[src/pkg/t16w_pkg.sv]
// Constants and types shared by the 16-bit timer wave-mode control block
package t16w_pkg;

	// ----------------------------------------------------------------
	// Register byte offsets
	// ----------------------------------------------------------------
	localparam logic [5:0] OFF_CTRL_A   = 6'h00;
	localparam logic [5:0] OFF_CTRL_B   = 6'h04;
	localparam logic [5:0] OFF_CMP_A    = 6'h08;
	localparam logic [5:0] OFF_CMP_B    = 6'h0C;
	localparam logic [5:0] OFF_CAPT     = 6'h10;
	localparam logic [5:0] OFF_COUNT    = 6'h14;
	localparam logic [5:0] OFF_IRQ_STAT = 6'h18;
	localparam logic [5:0] OFF_IRQ_CLR  = 6'h1C;
	localparam logic [5:0] OFF_IRQ_EN   = 6'h20;
	localparam logic [5:0] OFF_PIN_DIR  = 6'h24;

	// ----------------------------------------------------------------
	// Field positions and reset values
	// ----------------------------------------------------------------
	localparam int         CA_ACT_A_LSB = 6;
	localparam int         CA_ACT_B_LSB = 4;
	localparam logic [7:0] CA_WR_MASK   = 8'hF3;
	localparam int         CB_FILT_BIT  = 7;
	localparam int         CB_MODE_LSB  = 3;
	localparam int         CB_RUN_BIT   = 0;
	localparam logic [7:0] CTRL_A_RST   = 8'h00;
	localparam logic [7:0] CTRL_B_RST   = 8'h00;
	localparam logic [1:0] PIN_DIR_RST  = 2'h0;

	// Interrupt status bit positions
	localparam int IRQ_OVF  = 0;
	localparam int IRQ_MA   = 1;
	localparam int IRQ_MB   = 2;
	localparam int IRQ_CAP  = 3;
	localparam int IRQ_BITS = 4;

	// ----------------------------------------------------------------
	// Counter limits and timing
	// ----------------------------------------------------------------
	localparam logic [15:0] TOP_8BIT  = 16'h00FF;
	localparam logic [15:0] TOP_9BIT  = 16'h01FF;
	localparam logic [15:0] TOP_10BIT = 16'h03FF;
	localparam logic [15:0] CNT_MAX   = 16'hFFFF;
	localparam logic [15:0] CNT_BOT   = 16'h0000;
	localparam int          FILT_SAMPLES = 4;

	// Waveform family selected by the mode field
	typedef enum logic [2:0] {
		T16W_NONPWM = 3'b000,
		T16W_FAST   = 3'b001,
		T16W_PHASE  = 3'b010,
		T16W_PFC    = 3'b011,
		T16W_RSVD   = 3'b100
	} t16w_class_t;

endpackage

[src/hdl/t16w_capture_filter.sv]
// Capture pin synchroniser and optional four-sample noise filter
module t16w_capture_filter (
	input  wire logic clk,
	input  wire logic sys_rst,
	input  wire logic capture_pin,
	input  wire logic filter_on,
	output logic      filt_out
);

	logic [2:0] sync_reg;
	logic       level_reg;
	logic [1:0] run_cnt_reg;
	logic       level_next;
	logic       differs;

	// ----------------------------------------------------------------
	// Three-stage synchroniser; stage one feeds only stage two
	// ----------------------------------------------------------------
	always_ff @(posedge clk or posedge sys_rst) begin
		if (sys_rst) begin
			sync_reg  <= 3'h0;
			level_reg <= 1'b0;
		end else begin
			sync_reg  <= {sync_reg[1:0], capture_pin};
			level_reg <= level_next;
		end
	end

	// Level moves only once the two late stages agree
	assign level_next = (sync_reg[1] == sync_reg[2]) ? sync_reg[2] : level_reg;
	assign differs    = level_reg != filt_out;

	// ----------------------------------------------------------------
	// Filter: output follows after four equal samples in a row
	// ----------------------------------------------------------------
	always_ff @(posedge clk or posedge sys_rst) begin
		if (sys_rst) begin
			filt_out    <= 1'b0;
			run_cnt_reg <= 2'h0;
		end else if (!filter_on) begin
			filt_out    <= level_reg;
			run_cnt_reg <= 2'h0;
		end else if (differs &&
			run_cnt_reg == 2'(t16w_pkg::FILT_SAMPLES - 1)) begin
			filt_out    <= level_reg;
			run_cnt_reg <= 2'h0;
		end else begin
			run_cnt_reg <= differs ? 2'(run_cnt_reg + 2'h1) : 2'h0;
		end
	end

	a_filter_four: assert property (@(posedge clk) disable iff (sys_rst)
		filter_on && $changed(filt_out) |->
		$past(level_reg, 1) == $past(level_reg, 4))
		else $error("filter output changed without four equal samples");

endmodule

[src/hdl/t16w_wave_unit.sv]
// Waveform output flip-flop of one compare channel
module t16w_wave_unit #(
	parameter bit IS_CHAN_A = 1'b1
) (
	input  wire logic                  clk,
	input  wire logic                  sys_rst,
	input  wire t16w_pkg::t16w_class_t wclass,
	input  wire logic [1:0]            action,
	input  wire logic                  high_bit,
	input  wire logic                  match,
	input  wire logic                  at_top,
	input  wire logic                  count_up,
	input  wire logic                  cmp_is_top,
	output logic                       connected,
	output logic                       wave
);

	logic is_pwm;
	logic do_toggle;
	logic fast_top;
	logic fast_hit;
	logic dual_hit;

	// ----------------------------------------------------------------
	// Decode of the output-action code against the waveform family
	// ----------------------------------------------------------------
	assign is_pwm    = wclass != t16w_pkg::T16W_NONPWM;
	assign connected = action != 2'b00 &&
		!(is_pwm && action == 2'b01 && !(high_bit && IS_CHAN_A));
	assign do_toggle = match && connected && action == 2'b01;
	assign fast_top  = wclass == t16w_pkg::T16W_FAST && at_top && action[1];
	// Compare equal to top is ignored; the top action alone applies
	assign fast_hit  = wclass == t16w_pkg::T16W_FAST && match &&
		action[1] && !cmp_is_top;
	assign dual_hit  = (wclass == t16w_pkg::T16W_PHASE ||
		wclass == t16w_pkg::T16W_PFC) && match && action[1];

	// ----------------------------------------------------------------
	// Output register
	// ----------------------------------------------------------------
	always_ff @(posedge clk or posedge sys_rst) begin
		if (sys_rst) begin
			wave <= 1'b0;
		end else if (do_toggle) begin
			wave <= !wave;
		end else if (!is_pwm && match && action[1]) begin
			wave <= action[0];
		end else if (fast_top) begin
			wave <= !action[0];
		end else if (fast_hit) begin
			wave <= action[0];
		end else if (dual_hit) begin
			wave <= count_up ? action[0] : !action[0];
		end
	end

	a_fast_top: assert property (@(posedge clk) disable iff (sys_rst)
		fast_top |=> wave == !$past(action[0]))
		else $error("fast mode top action wrong");

	a_dual_match: assert property (@(posedge clk) disable iff (sys_rst)
		dual_hit && !do_toggle |=> wave == ($past(count_up) ~^ $past(action[0])))
		else $error("dual slope match action wrong");

endmodule

[src/hdl/t16w_wave_ctrl.sv]
// Top of the 16-bit timer wave-mode control block with Avalon-MM registers
//
// Notes on behaviour
// - Nonzero action field hands pin to waveform; driver needs direction bit.
// - Non-PWM codes: 00 off, 01 toggle, 10 clear, 11 set on match.
// - Fast PWM: 10 clears on match, sets at top; 11 the reverse.
// - PWM code 01: off unless high mode bit; then A toggles, B reserved.
// - Fast PWM with compare equal top: ignore match, only act at top.
// - Dual slope: 10 clears on up match, sets on down; 11 reversed.
// - Mode field from ctrl A bits 1:0 and ctrl B pair; 13 reserved.
// - Modes 0,4,12: tops max, compare A, capture; immediate update; flag at max.
// - Modes 1-3,10,11 phase correct; update at top; flag at bottom.
// - Modes 5-7,14,15 fast PWM; update at top; flag at top.
// - Modes 8,9 take capture or compare A top; update and flag at bottom.
// - Filter on: capture level changes after four equal samples.
// - Dual slope counts bottom to top and back, top held one cycle.
module t16w_wave_ctrl (
	input  wire logic        clk,
	input  wire logic        sys_rst,
	input  wire logic [5:0]  avs_address,
	input  wire logic        avs_read,
	input  wire logic        avs_write,
	input  wire logic [31:0] avs_writedata,
	input  wire logic [3:0]  avs_byteenable,
	output logic      [31:0] avs_readdata,
	output logic             avs_waitrequest,
	input  wire logic        capture_pin,
	input  wire logic        port_data_a,
	input  wire logic        port_data_b,
	output logic             wave_out_a,
	output logic             wave_out_a_oe,
	output logic             wave_out_b,
	output logic             wave_out_b_oe,
	output logic             irq
);

	// ----------------------------------------------------------------
	// Declarations
	// ----------------------------------------------------------------
	logic [7:0]          ctrl_a_reg;
	logic [7:0]          ctrl_b_reg;
	logic [15:0]         cmp_a_buf_reg;
	logic [15:0]         cmp_b_buf_reg;
	logic [15:0]         cmp_a_reg;
	logic [15:0]         cmp_b_reg;
	logic [15:0]         capt_reg;
	logic [15:0]         count_reg;
	logic [15:0]         count_next;
	logic                dir_up_reg;
	logic                dir_up_next;
	logic [3:0]          irq_stat_reg;
	logic [3:0]          irq_stat_next;
	logic [3:0]          irq_en_reg;
	logic [1:0]          pin_dir_reg;
	logic                capt_prev_reg;
	logic [31:0]         rd_mux;
	logic [3:0]          mode;
	t16w_pkg::t16w_class_t wclass;
	logic [15:0]         top_w;
	logic                top_capt;
	logic                tick;
	logic                at_top;
	logic                at_bot;
	logic                is_dual;
	logic                upd_cmp;
	logic                ovf_set;
	logic                match_a;
	logic                match_b;
	logic                capt_evt;
	logic                filt_level;
	logic                conn_a;
	logic                conn_b;
	logic                wave_a;
	logic                wave_b;
	logic                wr_hit;
	logic [3:0]          irq_set;
	logic [3:0]          irq_clr;

	// Decode of waveform family from the mode number
	function automatic t16w_pkg::t16w_class_t class_of(input logic [3:0] m);
		unique case (m)
			4'h0, 4'h4, 4'hC: class_of = t16w_pkg::T16W_NONPWM;
			4'h5, 4'h6, 4'h7, 4'hE, 4'hF: class_of = t16w_pkg::T16W_FAST;
			4'h1, 4'h2, 4'h3, 4'hA, 4'hB: class_of = t16w_pkg::T16W_PHASE;
			4'h8, 4'h9: class_of = t16w_pkg::T16W_PFC;
			4'hD: class_of = t16w_pkg::T16W_RSVD;
		endcase
	endfunction

	// Byte-lane merge for the 16-bit registers
	function automatic logic [15:0] merge16(input logic [15:0] old,
		input logic [31:0] d, input logic [3:0] be);
		merge16 = {be[1] ? d[15:8] : old[15:8], be[0] ? d[7:0] : old[7:0]};
	endfunction

	// ----------------------------------------------------------------
	// Mode decode, top source and counter events
	// ----------------------------------------------------------------
	assign mode     = {ctrl_b_reg[t16w_pkg::CB_MODE_LSB +: 2],
		ctrl_a_reg[1:0]};
	assign wclass   = class_of(mode);
	assign top_capt = mode == 4'h8 || mode == 4'hA || mode == 4'hC ||
		mode == 4'hE;
	assign top_w    = (mode == 4'h1 || mode == 4'h5) ? t16w_pkg::TOP_8BIT :
		(mode == 4'h2 || mode == 4'h6) ? t16w_pkg::TOP_9BIT :
		(mode == 4'h3 || mode == 4'h7) ? t16w_pkg::TOP_10BIT :
		top_capt ? capt_reg :
		(mode == 4'h4 || mode == 4'h9 || mode == 4'hB || mode == 4'hF) ?
		cmp_a_reg : t16w_pkg::CNT_MAX;
	// Reserved mode stops the counter rather than guessing a sequence
	assign tick     = ctrl_b_reg[t16w_pkg::CB_RUN_BIT] &&
		wclass != t16w_pkg::T16W_RSVD;
	assign is_dual  = wclass == t16w_pkg::T16W_PHASE ||
		wclass == t16w_pkg::T16W_PFC;
	assign at_top   = tick && count_reg == top_w;
	assign at_bot   = tick && count_reg == t16w_pkg::CNT_BOT && !dir_up_reg;
	assign match_a  = tick && count_reg == cmp_a_reg;
	assign match_b  = tick && count_reg == cmp_b_reg;
	assign upd_cmp  = (wclass == t16w_pkg::T16W_NONPWM) ||
		(wclass == t16w_pkg::T16W_PFC ? at_bot :
		(wclass != t16w_pkg::T16W_RSVD && at_top));
	assign ovf_set  = wclass == t16w_pkg::T16W_NONPWM ?
		(tick && count_reg == t16w_pkg::CNT_MAX) :
		wclass == t16w_pkg::T16W_FAST ? at_top :
		is_dual && at_bot;

	// Next count: single slope wraps at top, dual slope turns round
	assign count_next = !tick ? count_reg :
		is_dual ? (dir_up_reg ?
			(at_top ? 16'(count_reg - 16'h0001) : 16'(count_reg + 16'h0001)) :
			(at_bot ? 16'(count_reg + 16'h0001) :
				16'(count_reg - 16'h0001))) :
		at_top ? t16w_pkg::CNT_BOT : 16'(count_reg + 16'h0001);
	assign dir_up_next = !is_dual ? 1'b1 :
		(dir_up_reg && at_top) ? 1'b0 : at_bot ? 1'b1 : dir_up_reg;

	// ----------------------------------------------------------------
	// Capture path
	// ----------------------------------------------------------------
	t16w_capture_filter u_filter (
		.clk         (clk),
		.sys_rst     (sys_rst),
		.capture_pin (capture_pin),
		.filter_on   (ctrl_b_reg[t16w_pkg::CB_FILT_BIT]),
		.filt_out    (filt_level)
	);

	// Rising edge captures; pin is ignored while capture sets the top
	assign capt_evt = filt_level && !capt_prev_reg && !top_capt;

	// ----------------------------------------------------------------
	// Register bus decode and interrupt status
	// ----------------------------------------------------------------
	// One wait cycle: request seen with wait high, served with wait low
	assign wr_hit  = avs_write && !avs_waitrequest;
	assign irq_clr = (wr_hit && avs_address == t16w_pkg::OFF_IRQ_CLR &&
		avs_byteenable[0]) ? avs_writedata[3:0] : 4'h0;
	assign irq_set = {capt_evt || (top_capt && at_top), match_b, match_a,
		ovf_set};
	// Set wins over a clear in the same cycle
	assign irq_stat_next = (irq_stat_reg & ~irq_clr) | irq_set;
	assign rd_mux  =
		avs_address == t16w_pkg::OFF_CTRL_A ?
			{24'h0, ctrl_a_reg & t16w_pkg::CA_WR_MASK} :
		avs_address == t16w_pkg::OFF_CTRL_B ? {24'h0, ctrl_b_reg} :
		avs_address == t16w_pkg::OFF_CMP_A ? {16'h0, cmp_a_buf_reg} :
		avs_address == t16w_pkg::OFF_CMP_B ? {16'h0, cmp_b_buf_reg} :
		avs_address == t16w_pkg::OFF_CAPT ? {16'h0, capt_reg} :
		avs_address == t16w_pkg::OFF_COUNT ? {16'h0, count_reg} :
		avs_address == t16w_pkg::OFF_IRQ_STAT ? {28'h0, irq_stat_reg} :
		avs_address == t16w_pkg::OFF_IRQ_EN ? {28'h0, irq_en_reg} :
		avs_address == t16w_pkg::OFF_PIN_DIR ? {30'h0, pin_dir_reg} :
		32'h0000_0000;

	// Bus handshake and read data
	always_ff @(posedge clk or posedge sys_rst) begin
		if (sys_rst) begin
			avs_waitrequest <= 1'b1;
			avs_readdata    <= 32'h0000_0000;
		end else if (avs_waitrequest && (avs_read || avs_write)) begin
			avs_waitrequest <= 1'b0;
			avs_readdata    <= rd_mux;
		end else begin
			avs_waitrequest <= 1'b1;
		end
	end

	// Control registers written by software
	always_ff @(posedge clk or posedge sys_rst) begin
		if (sys_rst) begin
			ctrl_a_reg    <= t16w_pkg::CTRL_A_RST;
			ctrl_b_reg    <= t16w_pkg::CTRL_B_RST;
			irq_en_reg    <= 4'h0;
			pin_dir_reg   <= t16w_pkg::PIN_DIR_RST;
			cmp_a_buf_reg <= 16'h0000;
			cmp_b_buf_reg <= 16'h0000;
		end else if (wr_hit && avs_byteenable[0]) begin
			if (avs_address == t16w_pkg::OFF_CTRL_A)
				ctrl_a_reg <= avs_writedata[7:0] & t16w_pkg::CA_WR_MASK;
			if (avs_address == t16w_pkg::OFF_CTRL_B)
				ctrl_b_reg <= avs_writedata[7:0];
			if (avs_address == t16w_pkg::OFF_IRQ_EN)
				irq_en_reg <= avs_writedata[3:0];
			if (avs_address == t16w_pkg::OFF_PIN_DIR)
				pin_dir_reg <= avs_writedata[1:0];
			if (avs_address == t16w_pkg::OFF_CMP_A)
				cmp_a_buf_reg <= merge16(cmp_a_buf_reg, avs_writedata,
					avs_byteenable);
			if (avs_address == t16w_pkg::OFF_CMP_B)
				cmp_b_buf_reg <= merge16(cmp_b_buf_reg, avs_writedata,
					avs_byteenable);
		end
	end

	// Counter, compare registers, capture and status
	always_ff @(posedge clk or posedge sys_rst) begin
		if (sys_rst) begin
			count_reg     <= t16w_pkg::CNT_BOT;
			dir_up_reg    <= 1'b1;
			cmp_a_reg     <= 16'h0000;
			cmp_b_reg     <= 16'h0000;
			capt_reg      <= 16'h0000;
			capt_prev_reg <= 1'b0;
			irq_stat_reg  <= 4'h0;
		end else begin
			count_reg     <= (wr_hit && avs_address == t16w_pkg::OFF_COUNT) ?
				merge16(count_reg, avs_writedata, avs_byteenable) : count_next;
			dir_up_reg    <= dir_up_next;
			capt_prev_reg <= filt_level;
			irq_stat_reg  <= irq_stat_next;
			if (upd_cmp) begin
				cmp_a_reg <= cmp_a_buf_reg;
				cmp_b_reg <= cmp_b_buf_reg;
			end
			if (wr_hit && avs_address == t16w_pkg::OFF_CAPT)
				capt_reg <= merge16(capt_reg, avs_writedata, avs_byteenable);
			else if (capt_evt)
				capt_reg <= count_reg;
		end
	end

	// ----------------------------------------------------------------
	// Waveform units and pin drivers
	// ----------------------------------------------------------------
	t16w_wave_unit #(.IS_CHAN_A(1'b1)) u_wave_a (
		.clk        (clk),
		.sys_rst    (sys_rst),
		.wclass     (wclass),
		.action     (ctrl_a_reg[t16w_pkg::CA_ACT_A_LSB +: 2]),
		.high_bit   (mode[3]),
		.match      (match_a),
		.at_top     (at_top),
		.count_up   (dir_up_reg),
		.cmp_is_top (cmp_a_reg == top_w),
		.connected  (conn_a),
		.wave       (wave_a)
	);

	t16w_wave_unit #(.IS_CHAN_A(1'b0)) u_wave_b (
		.clk        (clk),
		.sys_rst    (sys_rst),
		.wclass     (wclass),
		.action     (ctrl_a_reg[t16w_pkg::CA_ACT_B_LSB +: 2]),
		.high_bit   (mode[3]),
		.match      (match_b),
		.at_top     (at_top),
		.count_up   (dir_up_reg),
		.cmp_is_top (cmp_b_reg == top_w),
		.connected  (conn_b),
		.wave       (wave_b)
	);

	// Pins are registered so every output comes from a flip-flop
	always_ff @(posedge clk or posedge sys_rst) begin
		if (sys_rst) begin
			wave_out_a    <= 1'b0;
			wave_out_b    <= 1'b0;
			wave_out_a_oe <= 1'b0;
			wave_out_b_oe <= 1'b0;
			irq           <= 1'b0;
		end else begin
			wave_out_a    <= conn_a ? wave_a : port_data_a;
			wave_out_b    <= conn_b ? wave_b : port_data_b;
			wave_out_a_oe <= pin_dir_reg[0];
			wave_out_b_oe <= pin_dir_reg[1];
			irq           <= |(irq_stat_next & irq_en_reg);
		end
	end

	// ----------------------------------------------------------------
	// Checks
	// ----------------------------------------------------------------
	a_resv_zero: assert property (@(posedge clk) disable iff (sys_rst)
		ctrl_a_reg[3:2] == 2'b00)
		else $error("reserved control bits not zero");

	a_ctc_wrap: assert property (@(posedge clk) disable iff (sys_rst)
		mode == 4'h4 && at_top && !wr_hit |=> count_reg == 16'h0000)
		else $error("clear-on-match did not wrap");

	a_top_once: assert property (@(posedge clk) disable iff (sys_rst)
		is_dual && at_top && dir_up_reg && !wr_hit |=>
		count_reg == 16'($past(count_reg) - 16'h0001) && !dir_up_reg)
		else $error("dual slope top not held exactly once");

	a_ovf_bot: assert property (@(posedge clk) disable iff (sys_rst)
		is_dual && at_bot |=> irq_stat_reg[t16w_pkg::IRQ_OVF])
		else $error("overflow not set at bottom");

	a_ovf_top: assert property (@(posedge clk) disable iff (sys_rst)
		wclass == t16w_pkg::T16W_FAST && at_top |=>
		irq_stat_reg[t16w_pkg::IRQ_OVF])
		else $error("overflow not set at top");

	a_fixed_top: assert property (@(posedge clk) disable iff (sys_rst)
		mode == 4'h2 |-> top_w == 16'h01FF)
		else $error("fixed top wrong");

	a_buf_hold: assert property (@(posedge clk) disable iff (sys_rst)
		wclass == t16w_pkg::T16W_PFC && !at_bot |=> $stable(cmp_a_reg))
		else $error("compare reloaded away from bottom");

	a_pin_oe: assert property (@(posedge clk) disable iff (sys_rst)
		##1 wave_out_a_oe == $past(pin_dir_reg[0]) &&
		(wave_out_a == ($past(conn_a) ? $past(wave_a) : $past(port_data_a))))
		else $error("pin driver does not follow direction");

endmodule

[config.mk]
export PLATFORM = sky130hd
export DESIGN_NAME = t16w_wave_ctrl
export DESIGN_NICKNAME = d
export VERILOG_FILES = /design/src/pkg/t16w_pkg.sv /design/src/hdl/t16w_capture_filter.sv /design/src/hdl/t16w_wave_unit.sv /design/src/hdl/t16w_wave_ctrl.sv
export SDC_FILE = /design/constraint.sdc
export NUM_CORES = 1
export LEC_CHECK = 0
export BUFFER_PORTS_ARGS = -buffer_cell sky130_fd_sc_hd__buf_2
export CAP_MARGIN = 20
export CORE_MARGIN = 2
export CORE_UTILIZATION = 45
export DETAILED_ROUTE_END_ITERATION = 8
export GPL_TIMING_DRIVEN = 0
export PLACE_DENSITY = 0.65
export SLEW_MARGIN = 20
export SYNTH_ARGS = -nofsm -noshare
export SYNTH_HDL_FRONTEND = slang
export SYNTH_SLANG_ARGS = --single-unit
[constraint.sdc]
create_clock -name clk -period 4.3 [get_ports clk]
set_clock_uncertainty 0.05 [all_clocks]
set_input_delay 0 -clock clk [delete_from_list [all_inputs] [get_ports clk]]
set_output_delay 0 -clock clk [all_outputs]
set_load 0.005 [all_outputs]
==> flow_metrics.py <==
metrics = {
    "outcome": {
        "status": "complete, no violations",
    },
    "clock_tree": {
        "cts-htree-levels": 4,
        "clockRootBuffer": "clkbuf_16",
        "clock_latency_ns": 0.44,
        "clk_pin_slew_ns": 0.08,
        "cts_inserted_buffers": 17,
        "clockBufferDepth": 2,
        "cts_tree": "built",
        "clock-sinks": 153,
    },
    "yosys": {
        "ys_types": 76,
        "synth_top_cell_area_share": 0.383,
        "avgSynthCellArea_um2": 9.26,
        "synth.largest_area_cell": "dfrtp_1",
        "synthFlopType": "dfrtp_1",
        "netlist_area_mm2": 0.00986,
        "async_flop_share": 1.00,
        "synth_edf_count": 0,
        "synth_warnings": 0,
        "syn_inst": 1065,
        "synth_area_leaders": "dfrtp_1 (38%), mux2_2 (9.3%), xor2_1 (3.5%), nand2_1 (3.4%), a21oi_1 (2.9%)",
        "synth_seq_area_share": 0.389,
        "synth_seq_cells": 153,
    },
    "final_layout": {
        "final_area_mm2": 0.0115,
        "layout-drive-gt1-share": 0.195,
        "fin_util": 0.530,
        "antenna_cells": 0,
        "syn_to_final_growth_pct": 16.6,
        "final_nets": 1227,
    },
    "hold_path": {
        "hold_class": "in -> reg",
        "hp-start": "avs_writedata[0]",
    },
    "sta": {
        "maxSlewViolCount": 0,
        "fin_ws_ns": 0.0701,
        "setup_tns_ns": 0,
        "period_share": 0.984,
        "hold_viol": 0,
        "finalSetupViolations": 0,
        "period_minus_slack_ns": 4.23,
        "max-slew-margin-rel": 0.235,
        "worst_pin_slew_ns": 1.14,
        "max_clock_freq_mhz": 236,
    },
    "power": {
        "ir_drop_mv": 0.285,
        "powerDensity_mw_per_mm2": 414,
        "leakagePower_nw": 5.25,
        "p_total_w": 0.00476,
    },
    "drt": {
        "ant_nets": 0,
        "drtIter0Drc": 1316,
        "vias_per_cell": 6.44,
        "drcViolationCount": 0,
        "num_vias": 9451,
        "wl_per_cell_um": 25.1,
        "drtPass1Iterations": 5,
        "routed_wl_um": 36800,
    },
    "grt": {
        "grt_pass1_vias": 9022,
        "antenna_found_initial": 0,
        "grt-ovfl-total": 0,
        "grt_max_degree": 103,
        "grt_pass1_wl_um": 55500,
        "grt_usage": 0.315,
    },
    "setup_path": {
        "ff2ff_path_depth": 12,
        "timing.rr.end": "cmp_a_reg[12]",
        "path_depth": 12,
        "cp_num_buf_inv": 3,
        "crit_family": "simple AND/OR/NAND/NOR gates",
        "r2r_start": "cmp_a_reg[1]",
        "cp-start-kind": "flop",
        "worstPathRequired_ns": 4.57,
        "cpMaxStageDelayCell": "or4b_1",
        "endpoint": "cmp_a_reg[12]",
        "startpoint": "cmp_a_reg[1]",
        "max_stage_delay_ns": 0.62,
        "r2r_setup_slack_ns": 0.07,
        "cp.arrival_ns": 4.50,
        "crit_chain": "clkbuf_1 -> or4b_1 -> a21oi_2 -> or3_1 -> nand4_1 -> or4b_1 -> or3_4 -> mux2_2 -> a221oi_4 -> buf_6 -> buf_12 -> mux2_2",
        "crit_type": "reg -> reg",
        "crit_path_end_kind": "flop",
        "cp_max_fo": 10,
    },
    "place": {
        "preCtsSetupSlack_ns": -0.377,
        "placed_area_mm2": 0.0106,
        "globalplace.congestion": 0.987,
        "portBuffers": 49,
        "dp_hpwl_um": 27200,
    },
    "floorplan": {
        "core_area_mm2": 0.0217,
        "ios": 87,
        "num_rows": 54,
        "start_util": 0.455,
        "die_x_um": 152,
        "dieArea_mm2": 0.0231,
        "fp.dieH_um": 152,
    },
    "run": {
        "max_cap_violations": 0,
    },
}
-- through the flow --
| stage | hold slack, ns | cells |
|---|---|---|
| 2_1_floorplan | -0.0186 | 1080 |
| 3_3_place_gp | 0.0612 | 1409 |
| 3_5_place_dp | -0.0104 | 1411 |
| 4_1_cts | 0.0000271 | 1465 |
| 5_1_grt | 0.0547 | 1468 |
| 6_report | 0.00602 | 1468 |
-- logic make-up after synthesis --
group / share of synthesized area
AO/OA/AOI/OAI: 0.181
multiplexers: 0.132
XOR/XNOR: 0.0524
buffers and inverters: 0.0535
other: 0.000380
flip-flops: 0.389
adder cells (fa/ha/maj): 0.00482
AND/OR/NAND/NOR: 0.188
-- worst min-delay path by stage --
| stage | to | slack, ns | cells past startpoint |
|---|---|---|---|
| 2_1_floorplan | u_filter.sync_reg[0] | -0.02 | 0 |
| 3_3_place_gp | u_filter.sync_reg[0] | 0.06 | 1 |
| 3_5_place_dp | avs_readdata[12] | -0.01 | 2 |
| 4_1_cts | count_reg[0] | 0.00003 | 3 |
| 5_1_grt | avs_readdata[5] | 0.05 | 3 |
| 6_report | count_reg[0] | 0.006 | 3 |
-- report_power, final --
group          internal (W)  leakage [nW]  total (W)  switching [W]
clock              0.000824         0.286    0.00151       0.000686
sequential          0.00158          2.01    0.00181       0.000228
combinational      0.000553          2.95    0.00144       0.000891
total               0.00296          5.25    0.00476        0.00180
-- cell type report --
class	instances	area [um^2]
fill	1988	10200
multi-input combinational	812	5630
sequential	153	3830
timing repair buffer	76	517
buffer	85	457
clock buffer	18	429
tap	280	350
clock inverter	14	159
inverter	30	120
-- timing repair --
item / CTS / global route
gates resized for setup: 18 / 19
setup endpoints to repair: 42 / 39
buffers inserted: 4 / 3
pin swaps: 5 / 2
hold buffers: 18 / 0
hold endpoints to repair: 167 / 0
-- cells in the mapped netlist, drive strengths merged, types with 24 or more instances --
cell type,n
buf,37
nand2,90
dfrtp,151
nor3,36
a21oi,58
mux2i,24
inv,30
o21ai,57
xor2,39
nand3,27
nor2,66
mux2,94
clkbuf,48
-- placed cells by master, fill, tap and decap left out, types with 18 or more instances in the layout --
cell,synthesis,final
dfrtp_1,151,150
nand2_1,90,89
mux2_2,81,81
nor2_1,66,65
buf_2,7,55
o21ai_0,55,54
a21oi_1,58,52
clkbuf_1,47,43
xor2_1,39,39
nor3_1,35,34
inv_1,30,29
nand3_1,27,27
buf_4,17,26
mux2i_1,24,23
nand2b_1,22,22
nor4_1,22,21
xnor2_1,20,20
or3_1,18,18
dlygate4sd3_1,0,18
-- routing by layer --
metal	vias to the layer above	routed length (um)	GRT usage
met5	-	0	0
met4	0	1230	0.121
li1	4153	-	-
met3	86	3470	0.0525
met1	4644	15800	0.452
met2	568	16300	0.478
-- worst reg2reg max path, cell delays in order, from the launching register on --
cell      delay (ns)
dfrtp_1         0.36
clkbuf_1        0.29
or4b_1          0.56
a21oi_2         0.25
or3_1           0.18
nand4_1         0.10
or4b_1          0.62
or3_4           0.46
mux2_2          0.30
a221oi_4        0.25
buf_6           0.18
buf_12          0.16
mux2_2          0.34
Note: power is estimated with default switching activity, not from simulation.
